### config.mk
export PLATFORM = sky130hd
export DESIGN_NAME = limp_home_fault_config_regs
export DESIGN_NICKNAME = d
export VERILOG_FILES = /design/src/design/limp_cfg_pkg.sv /design/src/design/main_fault_timer.sv /design/src/design/channel_fault_guard.sv /design/src/design/limp_home_fault_config_regs.sv
export SDC_FILE = /design/constraint.sdc
export NUM_CORES = 1
export LEC_CHECK = 0
export BUFFER_PORTS_ARGS = -buffer_cell sky130_fd_sc_hd__buf_2
export CORE_ASPECT_RATIO = 1.2
export CORE_MARGIN = 10
export CORE_UTILIZATION = 30
export DETAILED_ROUTE_END_ITERATION = 12
export SETUP_SLACK_MARGIN = 0.5
export SLEW_MARGIN = 10
export SYNTH_ARGS = -nofsm -noshare
export SYNTH_HDL_FRONTEND = slang
export SYNTH_SLANG_ARGS = --single-unit
### constraint.sdc
create_clock -name clk -period 3.2 [get_ports clk]
set_input_delay 0.64 -clock clk [delete_from_list [all_inputs] [get_ports clk]]
set_output_delay 0.64 -clock clk [all_outputs]
set_load 0.01 [all_outputs]
### src/design/limp_cfg_pkg.sv
// Package: register map, field layout, reset values and timer table of the limp-home bank
package limp_cfg_pkg;

  // ***************************************************************
  // Register offsets
  // ***************************************************************
  localparam logic [7:0] ADDR_MAIN_TIMER  = 8'h20;
  localparam logic [7:0] ADDR_ENABLE_A    = 8'h21;
  localparam logic [7:0] ADDR_ENABLE_B    = 8'h22;
  localparam logic [7:0] ADDR_LATCH       = 8'h23;
  localparam logic [7:0] ADDR_OV_THRESH   = 8'h24;
  localparam logic [7:0] ADDR_TRIM        = 8'h25;
  localparam logic [7:0] ADDR_SOFT_RESET  = 8'h26;

  // ***************************************************************
  // Reset values, writable masks and command key
  // ***************************************************************
  localparam logic [7:0] RST_MAIN_TIMER   = 8'h99;
  localparam logic [7:0] RST_ENABLE_A     = 8'h3c;
  localparam logic [7:0] RST_ENABLE_B     = 8'h0f;
  localparam logic [7:0] RST_LATCH        = 8'h00;
  localparam logic [7:0] RST_OV_THRESH    = 8'h22;
  localparam logic [7:0] RST_TRIM         = 8'h00;
  localparam logic [7:0] MASK_ENABLE_B    = 8'h3f;   // Two top bits reserved
  localparam logic [7:0] MASK_OV_THRESH   = 8'h77;   // Bits 7 and 3 reserved
  localparam logic [7:0] SOFT_RESET_KEY   = 8'hc3;
  localparam logic [7:0] READ_ZERO        = 8'h00;
  localparam logic       PC_POWER_ON      = 1'b1;

  // ***************************************************************
  // Field positions (channel 2 sits one bit, or one stride, above channel 1)
  // ***************************************************************
  localparam int POS_EN_UV   = 0;
  localparam int POS_EN_OV   = 2;
  localparam int POS_EN_FBO  = 4;
  localparam int POS_EN_RAMP = 6;
  localparam int POS_EN_ISO  = 0;
  localparam int POS_EN_CURRENT_LIMIT = 2;
  localparam int POS_EN_OC   = 4;
  localparam int POS_LT_UV   = 0;
  localparam int POS_LT_OV   = 2;
  localparam int POS_LT_OC   = 4;
  localparam int POS_LT_CURRENT_LIMIT = 6;
  localparam int FIELD_STRIDE = 4;   // Timer code, threshold code and trim nibble stride
  localparam int TIMER_CODE_W = 4;
  localparam int OV_CODE_W    = 3;
  localparam int TRIM_W       = 3;
  localparam int POS_FORCE_OFF = 0;
  localparam int POS_TRIM      = 1;

  // ***************************************************************
  // Fault vector layout inside a channel
  // ***************************************************************
  localparam int NUM_FAULTS = 6;
  localparam int F_UV   = 0;
  localparam int F_OV   = 1;
  localparam int F_FBO  = 2;
  localparam int F_OC   = 3;
  localparam int F_CURRENT_LIMIT = 4;
  localparam int F_ISO  = 5;

  // ***************************************************************
  // Main fault timer terminal counts, indexed by the 4-bit code
  // ***************************************************************
  localparam int TIMER_W = 14;
  localparam logic [TIMER_W-1:0] TIMER_OFF = 14'h0000;
  localparam logic [15:0][TIMER_W-1:0] TIMER_LIMIT = {
    14'h3fff, 14'h36b0, 14'h2ee0, 14'h2710,   // 16383, 14000, 12000, 10000
    14'h1f40, 14'h1b58, 14'h1770, 14'h1388,   // 8000, 7000, 6000, 5000
    14'h0fa0, 14'h0dac, 14'h0bb8, 14'h09c4,   // 4000, 3500, 3000, 2500
    14'h07d0, 14'h05dc, 14'h03e8, 14'h0000    // 2000, 1500, 1000, disabled
  };

endpackage : limp_cfg_pkg

### src/design/main_fault_timer.sv
// Per-channel main fault timer: 14-bit counter on channel clock ticks
module main_fault_timer #(
  parameter int WIDTH = limp_cfg_pkg::TIMER_W
) (
  input  wire logic       clk,     // System clock
  input  wire logic       rst_n,   // Async reset, active low
  input  wire logic       tick,    // One-cycle channel clock edge
  input  wire logic       run,     // Timed fault present
  input  wire logic [3:0] code,    // Terminal count code
  output logic            expired  // Terminal count reached
);

  typedef struct packed {
    logic [WIDTH-1:0] count;
    logic             expired;
  } timer_state_t;

  timer_state_t st_q;
  timer_state_t st_d;
  logic [WIDTH-1:0] limit;

  assign limit   = WIDTH'(limp_cfg_pkg::TIMER_LIMIT[code]);
  assign expired = st_q.expired;

  // Count while a timed fault lasts; code zero never expires
  always_comb begin
    st_d = st_q;
    if (!run || limit == WIDTH'(limp_cfg_pkg::TIMER_OFF)) begin
      st_d.count   = '0;
      st_d.expired = 1'b0;
    end else if (st_q.count == limit) begin
      st_d.expired = 1'b1;
    end else if (tick) begin
      st_d.count = st_q.count + WIDTH'(1);
    end
  end

  always_ff @(posedge clk or negedge rst_n) begin
    if (!rst_n) begin
      st_q <= '0;
    end else begin
      st_q <= st_d;
    end
  end

endmodule : main_fault_timer

### src/design/channel_fault_guard.sv
// Per-channel fault qualification and latched shutdown flag
module channel_fault_guard (
  input  wire logic       clk,          // System clock
  input  wire logic       rst_n,        // Async reset, active low
  input  wire logic       apply,        // Limp-home settings in force
  input  wire logic       soft_start,   // Channel before or in its ramp
  input  wire logic       cv_mode,      // Constant-voltage mode
  input  wire logic       ramp_enable,  // Faults live during ramp
  input  wire logic [5:0] enables,      // Per-fault enables
  input  wire logic [5:0] latches,      // Per-fault latch selects
  input  wire logic [5:0] events,       // Raw fault levels
  input  wire logic       restart,      // Host wrote 1 to channel enable
  output logic            fault_any,    // Any fault that drives the flag
  output logic            timer_run,    // Non-latched fault running timer
  output logic            latched_off   // Latched shutdown in force
);

  typedef struct packed {
    logic latched;
  } guard_state_t;

  guard_state_t st_q;
  guard_state_t st_d;
  logic [5:0]   active;

  // Qualify raw faults; a disabled fault never reaches the flag
  always_comb begin
    active = events & enables & {limp_cfg_pkg::NUM_FAULTS{apply}};
    if (soft_start && !ramp_enable) begin
      active[limp_cfg_pkg::F_UV] = 1'b0;
      if (cv_mode) begin
        active[limp_cfg_pkg::F_CURRENT_LIMIT] = 1'b0;
      end
    end
    // With ramp_enable high every enabled fault passes untouched
  end

  assign timer_run   = |(active & ~latches);
  assign fault_any   = (|active) | st_q.latched;
  assign latched_off = st_q.latched;

  // A new latched hit beats a restart arriving in the same cycle
  always_comb begin
    st_d = st_q;
    st_d.latched = (|(active & latches)) | (st_q.latched & ~restart);
  end

  always_ff @(posedge clk or negedge rst_n) begin
    if (!rst_n) begin
      st_q <= '0;
    end else begin
      st_q <= st_d;
    end
  end

endmodule : channel_fault_guard

### src/design/limp_home_fault_config_regs.sv
// Limp-home fault configuration bank with fault timers and channel shutdown

// Notes on behaviour
// - Per-channel 14-bit timer counts channel clock
// - Timer code picks terminal count; zero disables
// - Dual phase: timer 1 only, acts both
// - Fault settings apply only while pin high; set latches outlast the pin
// - Disabled faults never affect the fault flag
// - Ramp enable low masks UV, CV CURRENT_LIMIT
// - Ramp enable high keeps enabled faults live
// - Feedback open enable per channel, no status
// - OV/UV enables; channel 2 off in dual
// - Second enable: OC, CURRENT_LIMIT, sense open; reserved
// - Latched fault holds channel off until restart
// - Latch bits make faults latched; default zero
// - Three-bit code sets overvoltage threshold step
// - Dual phase uses channel 1 fields, except trim and force-off
// - Three trim bits per channel for sense
// - Force-off bit turns its channel off
// - Key write restores all registers to defaults
// - Soft reset register reads as zero
// - Soft reset spares the persistent config bit
module limp_home_fault_config_regs (
  input  wire logic       clk,                       // System clock, 250 MHz
  input  wire logic       rst_n,                     // Async power-on reset, active low
  input  wire logic       reg_wr_en,                 // Register write strobe
  input  wire logic       reg_rd_en,                 // Register read strobe
  input  wire logic [7:0] reg_addr,                  // Register address
  input  wire logic [7:0] reg_wdata,                 // Write data
  output logic      [7:0] reg_rdata,                 // Read data
  output logic            reg_rd_valid,              // Read data valid pulse
  input  wire logic       persistent_config_wr,      // Write strobe for persistent bit
  input  wire logic       persistent_config_wdata,   // Value for persistent bit
  output logic            persistent_config_bit,     // Persistent config bit
  input  wire logic       limp_home_pin,             // Limp-home pin level
  input  wire logic       dual_phase_select,         // Dual-phase selection
  input  wire logic       cv_mode,                   // Constant-voltage mode
  input  wire logic [1:0] channel_clock,             // Channel clocks, sampled
  input  wire logic [1:0] soft_start_active,         // Channel in soft-start
  input  wire logic [1:0] channel_restart,           // Enable bit written 1, pulse
  input  wire logic [5:0] fault_event_ch1,           // Raw faults, channel 1
  input  wire logic [5:0] fault_event_ch2,           // Raw faults, channel 2
  output logic      [1:0] fault_pin_oe,              // Drive fault pin low when high
  output logic      [1:0] channel_off,               // Channel shutdown request
  output logic      [5:0] ov_threshold_code,         // Effective codes, ch2 in [5:3]
  output logic      [5:0] sense_offset_trim_bits     // Trim, ch2 in [5:3]
);

  // ***************************************************************
  // State
  // ***************************************************************
  typedef struct packed {
    logic [7:0] main_timer;
    logic [7:0] enable_a;
    logic [7:0] enable_b;
    logic [7:0] latch;
    logic [7:0] ov_thresh;
    logic [7:0] trim;
    logic       pc_bit;
    logic [1:0] clk_prev;
    logic [7:0] rdata;
    logic       rd_valid;
    logic [1:0] fault_oe;
    logic [1:0] chan_off;
    logic [5:0] ov_out;
    logic [5:0] trim_out;
  } regs_state_t;

  regs_state_t st_q;
  regs_state_t st_d;

  logic [1:0]      tick;
  logic [1:0][5:0] events;
  logic [1:0][5:0] ch_enables;
  logic [1:0][5:0] ch_latches;
  logic [1:0][3:0] ch_code;
  logic [1:0][2:0] ch_ov_code;
  logic [1:0]      ch_ramp_en;
  logic [1:0]      ch_fault_any;
  logic [1:0]      ch_timer_run;
  logic [1:0]      ch_latched_off;
  logic [1:0]      tmr_run;
  logic [1:0]      tmr_expired;
  logic [1:0]      ch_expired;

  // Inputs are synchronous, so a plain previous-sample edge detect is safe
  assign tick      = channel_clock & ~st_q.clk_prev;
  assign events[0] = fault_event_ch1;
  assign events[1] = fault_event_ch2;

  // ***************************************************************
  // Per-channel configuration selection and fault engines
  // ***************************************************************
  genvar g;
  generate
    for (g = 0; g < 2; g++) begin : g_chan
      logic sel;      // Field index used by this channel
      logic ovuv_ok;  // Channel 2 OV/UV are dropped in dual phase
      assign sel     = (g == 1) && !dual_phase_select;
      assign ovuv_ok = !((g == 1) && dual_phase_select);

      assign ch_code[g] =
        st_q.main_timer[limp_cfg_pkg::FIELD_STRIDE*sel +: limp_cfg_pkg::TIMER_CODE_W];
      assign ch_ov_code[g] =
        st_q.ov_thresh[limp_cfg_pkg::FIELD_STRIDE*sel +: limp_cfg_pkg::OV_CODE_W];
      assign ch_ramp_en[g] = st_q.enable_a[limp_cfg_pkg::POS_EN_RAMP + sel];

      // Enable vector in fault-index order
      assign ch_enables[g] = {
        st_q.enable_b[limp_cfg_pkg::POS_EN_ISO + sel],
        st_q.enable_b[limp_cfg_pkg::POS_EN_CURRENT_LIMIT + sel],
        st_q.enable_b[limp_cfg_pkg::POS_EN_OC + sel],
        st_q.enable_a[limp_cfg_pkg::POS_EN_FBO + sel],
        st_q.enable_a[limp_cfg_pkg::POS_EN_OV + sel] & ovuv_ok,
        st_q.enable_a[limp_cfg_pkg::POS_EN_UV + sel] & ovuv_ok
      };

      // Feedback-open and sense-open can never be latched
      assign ch_latches[g] = {
        1'b0,
        st_q.latch[limp_cfg_pkg::POS_LT_CURRENT_LIMIT + sel],
        st_q.latch[limp_cfg_pkg::POS_LT_OC + sel],
        1'b0,
        st_q.latch[limp_cfg_pkg::POS_LT_OV + sel],
        st_q.latch[limp_cfg_pkg::POS_LT_UV + sel]
      };

      channel_fault_guard u_guard (
        .clk         (clk),
        .rst_n       (rst_n),
        .apply       (limp_home_pin),
        .soft_start  (soft_start_active[g]),
        .cv_mode     (cv_mode),
        .ramp_enable (ch_ramp_en[g]),
        .enables     (ch_enables[g]),
        .latches     (ch_latches[g]),
        .events      (events[g]),
        .restart     (channel_restart[g]),
        .fault_any   (ch_fault_any[g]),
        .timer_run   (ch_timer_run[g]),
        .latched_off (ch_latched_off[g])
      );

      main_fault_timer #(
        .WIDTH (limp_cfg_pkg::TIMER_W)
      ) u_timer (
        .clk     (clk),
        .rst_n   (rst_n),
        .tick    (tick[g]),
        .run     (tmr_run[g]),
        .code    (ch_code[g]),
        .expired (tmr_expired[g])
      );

      // In dual phase timer 1 alone decides expiry for both channels
      assign ch_expired[g] = dual_phase_select ? tmr_expired[0] : tmr_expired[g];
    end
  endgenerate

  // Timer 1 collects both channels in dual phase; timer 2 is held idle
  assign tmr_run[0] = ch_timer_run[0] | (dual_phase_select & ch_timer_run[1]);
  assign tmr_run[1] = ch_timer_run[1] & ~dual_phase_select;

  // ***************************************************************
  // Register access, soft reset and output registers
  // ***************************************************************
  always_comb begin
    st_d          = st_q;
    st_d.clk_prev = channel_clock;
    st_d.rd_valid = reg_rd_en;
    st_d.rdata    = limp_cfg_pkg::READ_ZERO;

    // Persistent bit is outside the soft reset domain on purpose
    if (persistent_config_wr) begin
      st_d.pc_bit = persistent_config_wdata;
    end

    if (reg_wr_en) begin
      unique case (reg_addr)
        limp_cfg_pkg::ADDR_MAIN_TIMER: st_d.main_timer = reg_wdata;
        limp_cfg_pkg::ADDR_ENABLE_A:   st_d.enable_a   = reg_wdata;
        limp_cfg_pkg::ADDR_ENABLE_B:   st_d.enable_b   = reg_wdata & limp_cfg_pkg::MASK_ENABLE_B;
        limp_cfg_pkg::ADDR_LATCH:      st_d.latch      = reg_wdata;
        limp_cfg_pkg::ADDR_OV_THRESH:  st_d.ov_thresh  = reg_wdata & limp_cfg_pkg::MASK_OV_THRESH;
        limp_cfg_pkg::ADDR_TRIM:       st_d.trim       = reg_wdata;
        limp_cfg_pkg::ADDR_SOFT_RESET: begin
          // Only the key acts; any other value leaves every register alone
          if (reg_wdata == limp_cfg_pkg::SOFT_RESET_KEY) begin
            st_d.main_timer = limp_cfg_pkg::RST_MAIN_TIMER;
            st_d.enable_a   = limp_cfg_pkg::RST_ENABLE_A;
            st_d.enable_b   = limp_cfg_pkg::RST_ENABLE_B;
            st_d.latch      = limp_cfg_pkg::RST_LATCH;
            st_d.ov_thresh  = limp_cfg_pkg::RST_OV_THRESH;
            st_d.trim       = limp_cfg_pkg::RST_TRIM;
          end
        end
        default: ;                                                    // Unmapped writes dropped
      endcase
    end

    // Reads return stored values; soft reset and unmapped read zero
    if (reg_rd_en) begin
      unique case (reg_addr)
        limp_cfg_pkg::ADDR_MAIN_TIMER: st_d.rdata = st_q.main_timer;
        limp_cfg_pkg::ADDR_ENABLE_A:   st_d.rdata = st_q.enable_a;
        limp_cfg_pkg::ADDR_ENABLE_B:   st_d.rdata = st_q.enable_b;
        limp_cfg_pkg::ADDR_LATCH:      st_d.rdata = st_q.latch;
        limp_cfg_pkg::ADDR_OV_THRESH:  st_d.rdata = st_q.ov_thresh;
        limp_cfg_pkg::ADDR_TRIM:       st_d.rdata = st_q.trim;
        limp_cfg_pkg::ADDR_SOFT_RESET: st_d.rdata = limp_cfg_pkg::READ_ZERO;
        default:                       st_d.rdata = limp_cfg_pkg::READ_ZERO;
      endcase
    end

    // Fault flag follows qualified faults and timer expiry
    st_d.fault_oe = ch_fault_any | (ch_expired & {2{limp_home_pin}});

    // Force-off works in any mode; timer only under limp home; latch sets only under it but holds after the pin drops
    for (int c = 0; c < 2; c++) begin
      st_d.chan_off[c] =
        st_q.trim[limp_cfg_pkg::FIELD_STRIDE*c + limp_cfg_pkg::POS_FORCE_OFF]
        | ch_latched_off[c]
        | (ch_expired[c] & limp_home_pin);
      st_d.trim_out[limp_cfg_pkg::TRIM_W*c +: limp_cfg_pkg::TRIM_W] =
        st_q.trim[limp_cfg_pkg::FIELD_STRIDE*c + limp_cfg_pkg::POS_TRIM +: limp_cfg_pkg::TRIM_W];
      st_d.ov_out[limp_cfg_pkg::OV_CODE_W*c +: limp_cfg_pkg::OV_CODE_W] = ch_ov_code[c];
    end
  end

  // Power-on reset is the only path that restores the persistent bit
  always_ff @(posedge clk or negedge rst_n) begin
    if (!rst_n) begin
      st_q            <= '0;
      st_q.main_timer <= limp_cfg_pkg::RST_MAIN_TIMER;
      st_q.enable_a   <= limp_cfg_pkg::RST_ENABLE_A;
      st_q.enable_b   <= limp_cfg_pkg::RST_ENABLE_B;
      st_q.latch      <= limp_cfg_pkg::RST_LATCH;
      st_q.ov_thresh  <= limp_cfg_pkg::RST_OV_THRESH;
      st_q.trim       <= limp_cfg_pkg::RST_TRIM;
      st_q.pc_bit     <= limp_cfg_pkg::PC_POWER_ON;
    end else begin
      st_q <= st_d;
    end
  end

  // ***************************************************************
  // Outputs
  // ***************************************************************
  assign reg_rdata              = st_q.rdata;
  assign reg_rd_valid           = st_q.rd_valid;
  assign persistent_config_bit  = st_q.pc_bit;
  assign fault_pin_oe           = st_q.fault_oe;
  assign channel_off            = st_q.chan_off;
  assign ov_threshold_code      = st_q.ov_out;
  assign sense_offset_trim_bits = st_q.trim_out;

endmodule : limp_home_fault_config_regs

==> results.md <==
CTS:
- TritonCTS built the clock tree.
- The clock insertion delay at the later pin of the skew report is 0.36 ns.
- TritonCTS created 9 clock buffers.
- The buffer depth of the longest clock path is 2.
- Hold repair after CTS inserted 0 buffers.
- The clock edge transition at the registers on the reported setup and hold paths is 0.08 ns.
- The count of clock tree sinks is 104.
- In this run the number of H-tree levels came out at 3.
- The clock root buffer is sky130_fd_sc_hd__clkbuf_16.

Yosys:
- After synthesis the cells add up to 0.00644 mm².
- A synthesized cell averages 9.83 µm².
- The share of the Yosys chip area taken by registers is 40.7%.
- For this run, the leading register cell type out of synthesis is sky130_fd_sc_hd__dfrtp_1.
- Synthesis produced a netlist whose cell count is 655.
- Yosys mapped the design onto 76 distinct sky130hd cell types.
- When the netlist entered floorplanning its net count stood at 710.
- The count of flip-flops with a built-in enable after synthesis is 0.
- During synthesis, Yosys emitted a total of 0 warnings.
- Counting flops and latches in the post-synthesis netlist gives 104.
- The share of async-settable or async-resettable flops after synthesis is 100%.

Layout:
- Compared with the post-synthesis result, the final layout area differs by 21.5%.
- For this run, the share of the core covered by cells in the final layout is 37.2%.
- For this run, the post-layout net count is 791.
- The share of post-route cells with drive strength above 1 is 35.0%.
- The number of antenna diodes in the final layout is 0.

Timing:
- The clock arrives with 0.0134 ns of skew.
- The hold violation count in the final report is 0.
- The final setup violation count is 0.
- The shortest period the worst path allows is 2.78 ns.
- The number of max-slew violations in the final report was 0.
- Static timing analysis puts the maximum clock frequency at 0.360 GHz.
- Setup slack on the critical path of the routed design comes to 0.424 ns.
- The slew at the pin closest to its max-slew limit is 0.626 ns.
- Measured against its own limit, the worst slew margin works out to 58.3%.
- Setup repair after global routing could not meet its margin everywhere.
- Dividing the final minimum period by the clock period gives 86.8%.

Global routing:
- The largest net degree at the start of global routing is 46.
- The via count of the first global-routing pass came to 5,246.
- The global-route wire length before repair is 29.7 mm.
- Global routing consumed, over all layers together, 13.0% of the routing resources.
- The initial antenna violation count is 0.
- The total overflow reported by the global router is 0.

Placed design:
- Input and output buffers added on the ports amount to 68.
- The worst slack at placement is -0.0253 ns.
- The routability congestion estimate is 0.889.
- The HPWL after detailed placement is 13.1 mm.

Floorplan:
- The initialized floorplan defines 58 standard-cell rows.
- The die is 180 µm tall.
- For this configuration, the core starts out at a cell density of 30.6%.
- The core region is 0.0210 mm².
- Pin placement for this block handled 69 I/O pins.
- The floorplan die area is 0.0277 mm².
- The width of the chip is 154 µm.

Power and ir drop:
- The power per cell area is 447 mW/mm².
- The largest voltage drop on the vdd net is 267 µV.
- Overall power consumption after layout is estimated at 0.00350 W.
- In this run the static leakage power is 3.28 nW.

Detailed routing:
- The detailed-router iteration count before antenna repair is 7.
- The detail-routed net length per standard cell is 18.5 µm.
- The total wirelength of the detailed-routed design is 18.7 mm.
- In this run the top signal layer used is met4.
- The met3 wire length is 882 µm.
- For this run, design rule violations remaining after detail routing come to 0.
- After detailed routing, the met2 layer carries 9.46 mm of wire.
- Dividing the detail-routed via count by the number of cells gives 5.31.
- The number of DRC markers in iteration 0 is 377.
- The routed length on met1 is 8.02 mm.
- The total number of vias is 5,370.
- The count of nets left with antenna violations once routing finished came out at 0.

Critical path:
- The setup path with the least slack is of type flip-flop to flip-flop.
- STA puts the critical path data required time at 3.50 ns.
- STA classifies the critical path endpoint as a flip-flop.
- In this run the worst path has a maximum fanout of 9.
- STA puts the critical path data arrival time at 3.07 ns.
- The worst-case reg-to-reg path depth is 10.
- The worst setup path is launched from a flip-flop.

Hold path:
- In this run the worst hold path is classified as input port to async pin.

Outcome:
- The run finished with clean final reports.

Flow run:
- The number of max-cap violations is 0.
[registers in the layout, indices dropped and copies added, names as in the netlist]
register	cells
fault_pin_oe	2
ch_code	4
g_chan.u_timer.st_q	28
st_q	33
g_chan.u_guard.latched_off	2
st_d	6
g_chan.u_timer.expired	2
channel_off	2
persistent_config_bit	1
ch_ov_code	3
sense_offset_trim_bits	6
reg_rdata	8
reg_rd_valid	1
ov_threshold_code	6
[worst max-delay path: stages (launching register included)]
cell and delay (ns):
sky130_fd_sc_hd__dfstp_2 0.60, sky130_fd_sc_hd__buf_4 0.14, sky130_fd_sc_hd__buf_8 0.12, sky130_fd_sc_hd__xnor2_1 0.11, sky130_fd_sc_hd__nor2_1 0.05, sky130_fd_sc_hd__or4b_4 0.53
sky130_fd_sc_hd__nor4_4 0.35, sky130_fd_sc_hd__o2111a_2 0.41, sky130_fd_sc_hd__nor4_4 0.07, sky130_fd_sc_hd__a31o_1 0.23, sky130_fd_sc_hd__a21oi_2 0.11
[report_power, final]
group / switching [W] / internal, W / total (W) / leakage [nW]
Clock: 0.000573 / 0.000559 / 0.00113 / 0.150
Combinational: 0.000448 / 0.000395 / 0.000843 / 1.78
Sequential: 0.000105 / 0.00142 / 0.00152 / 1.36
Total: 0.00113 / 0.00237 / 0.00350 / 3.28
[what timing repair did]
item                       in CTS  in global routing
pin swaps                      15                 26
gates resized for setup        24                 42
buffers inserted               21                 10
setup endpoints to repair      27                 37
cloned                          3                  0
[placed cells by master (no fill, tap or decap), types with 17 or more instances in the layout]
cell / instances
sky130_fd_sc_hd__o21ai_0: 21
sky130_fd_sc_hd__dfrtp_1: 86
sky130_fd_sc_hd__buf_4: 46
sky130_fd_sc_hd__nand2b_1: 17
sky130_fd_sc_hd__xnor2_1: 26
sky130_fd_sc_hd__buf_2: 66
sky130_fd_sc_hd__nor2_1: 52
sky130_fd_sc_hd__nand2_1: 52
sky130_fd_sc_hd__nand3_1: 17
sky130_fd_sc_hd__mux2_2: 32
sky130_fd_sc_hd__a21oi_1: 24
[cell families (layout without fill, tap and decap cells)]
| kind of cell | count (synthesis) | after routing | synth area share (%) |
|---|---|---|---|
| muxes | 53 | 53 | 9.60 |
| buffers and inverters | 76 | 159 | 7.74 |
| AOI/OAI and AO/OA | 134 | 135 | 14.9 |
| and+or+nand+nor | 242 | 244 | 20.1 |
| DFF | 104 | 104 | 40.7 |
| adders and majority gates | 12 | 12 | 2.33 |
| xor gates and xnor gates | 34 | 34 | 4.63 |
[path summary, 6_finish.rpt]
path                                                          endpoint  slack [ns]              startpoint
worst min-delay path                                st_q[25]$_DFF_PN0_        0.29                   rst_n
worst max-delay path            g_chan[0].u_timer.st_q[14]$_DFFE_PN0P_        0.42  ch_code[0]$_DFFE_PN1P_
worst max register to register  g_chan[0].u_timer.st_q[14]$_DFFE_PN0P_        0.42  ch_code[0]$_DFFE_PN1P_
worst min register to register     sense_offset_trim_bits[4]$_DFF_PN0_        0.41     st_d[4]$_DFFE_PN0P_
min in group clk                                    st_q[25]$_DFF_PN0_        0.39        channel_clock[0]
max in group asynchronous                         st_q[65]$_DFFE_PN1P_        2.13                   rst_n
[synth_stat cells, drive strengths merged, types with 12 or more instances]
master	instances	share of area [%]
mux2	38	6.9
nand2b	19	1.8
inv	18	1.0
nor2b	12	1.2
buf	54	6.5
nand4	13	1.3
dfstp	15	6.1
o21ai	31	2.8
xnor2	26	3.5
dfrtp	89	35
nand3	17	1.3
nor2	59	3.6
mux2i	15	2.7
ha	12	2.3
nand2	52	3.0
a21oi	26	2.1
nor4	12	1.7
[layer usage]
metal | track usage, % | up-vias
li1 | - | 2526
met1 | 16.4 | 2671
met2 | 21.6 | 152
met3 | 2.53 | 21
met4 | 4.43 | 0
met5 | 0 | -
[cell type report]
class | instances | area, µm²
clock buffer | 9 | 225
clock inverter | 7 | 81.3
multi-input combinational | 478 | 3630
timing repair buffer | 125 | 842
inverter | 18 | 77.6
tap | 270 | 338
sequential | 104 | 2630
fill | 2129 | 13200
[stage by stage]
| step | instance area, µm² | std cells | hold slack (ns) | setup TNS [ns] |
|---|---|---|---|---|
| 5_1_grt | 7820 | 1011 | 0.341 | 0 |
| 3_5_place_dp | 6940 | 961 | 0.389 | -0.0505 |
| 6_report | 7820 | 1011 | 0.292 | 0 |
| 3_3_place_gp | 6940 | 961 | 0.396 | 0 |
| 4_1_cts | 7560 | 1001 | 0.314 | 0 |
| 2_1_floorplan | 6490 | 655 | 0.344 | 0 |
No activity file was read; power rests on OpenSTA's default activity.
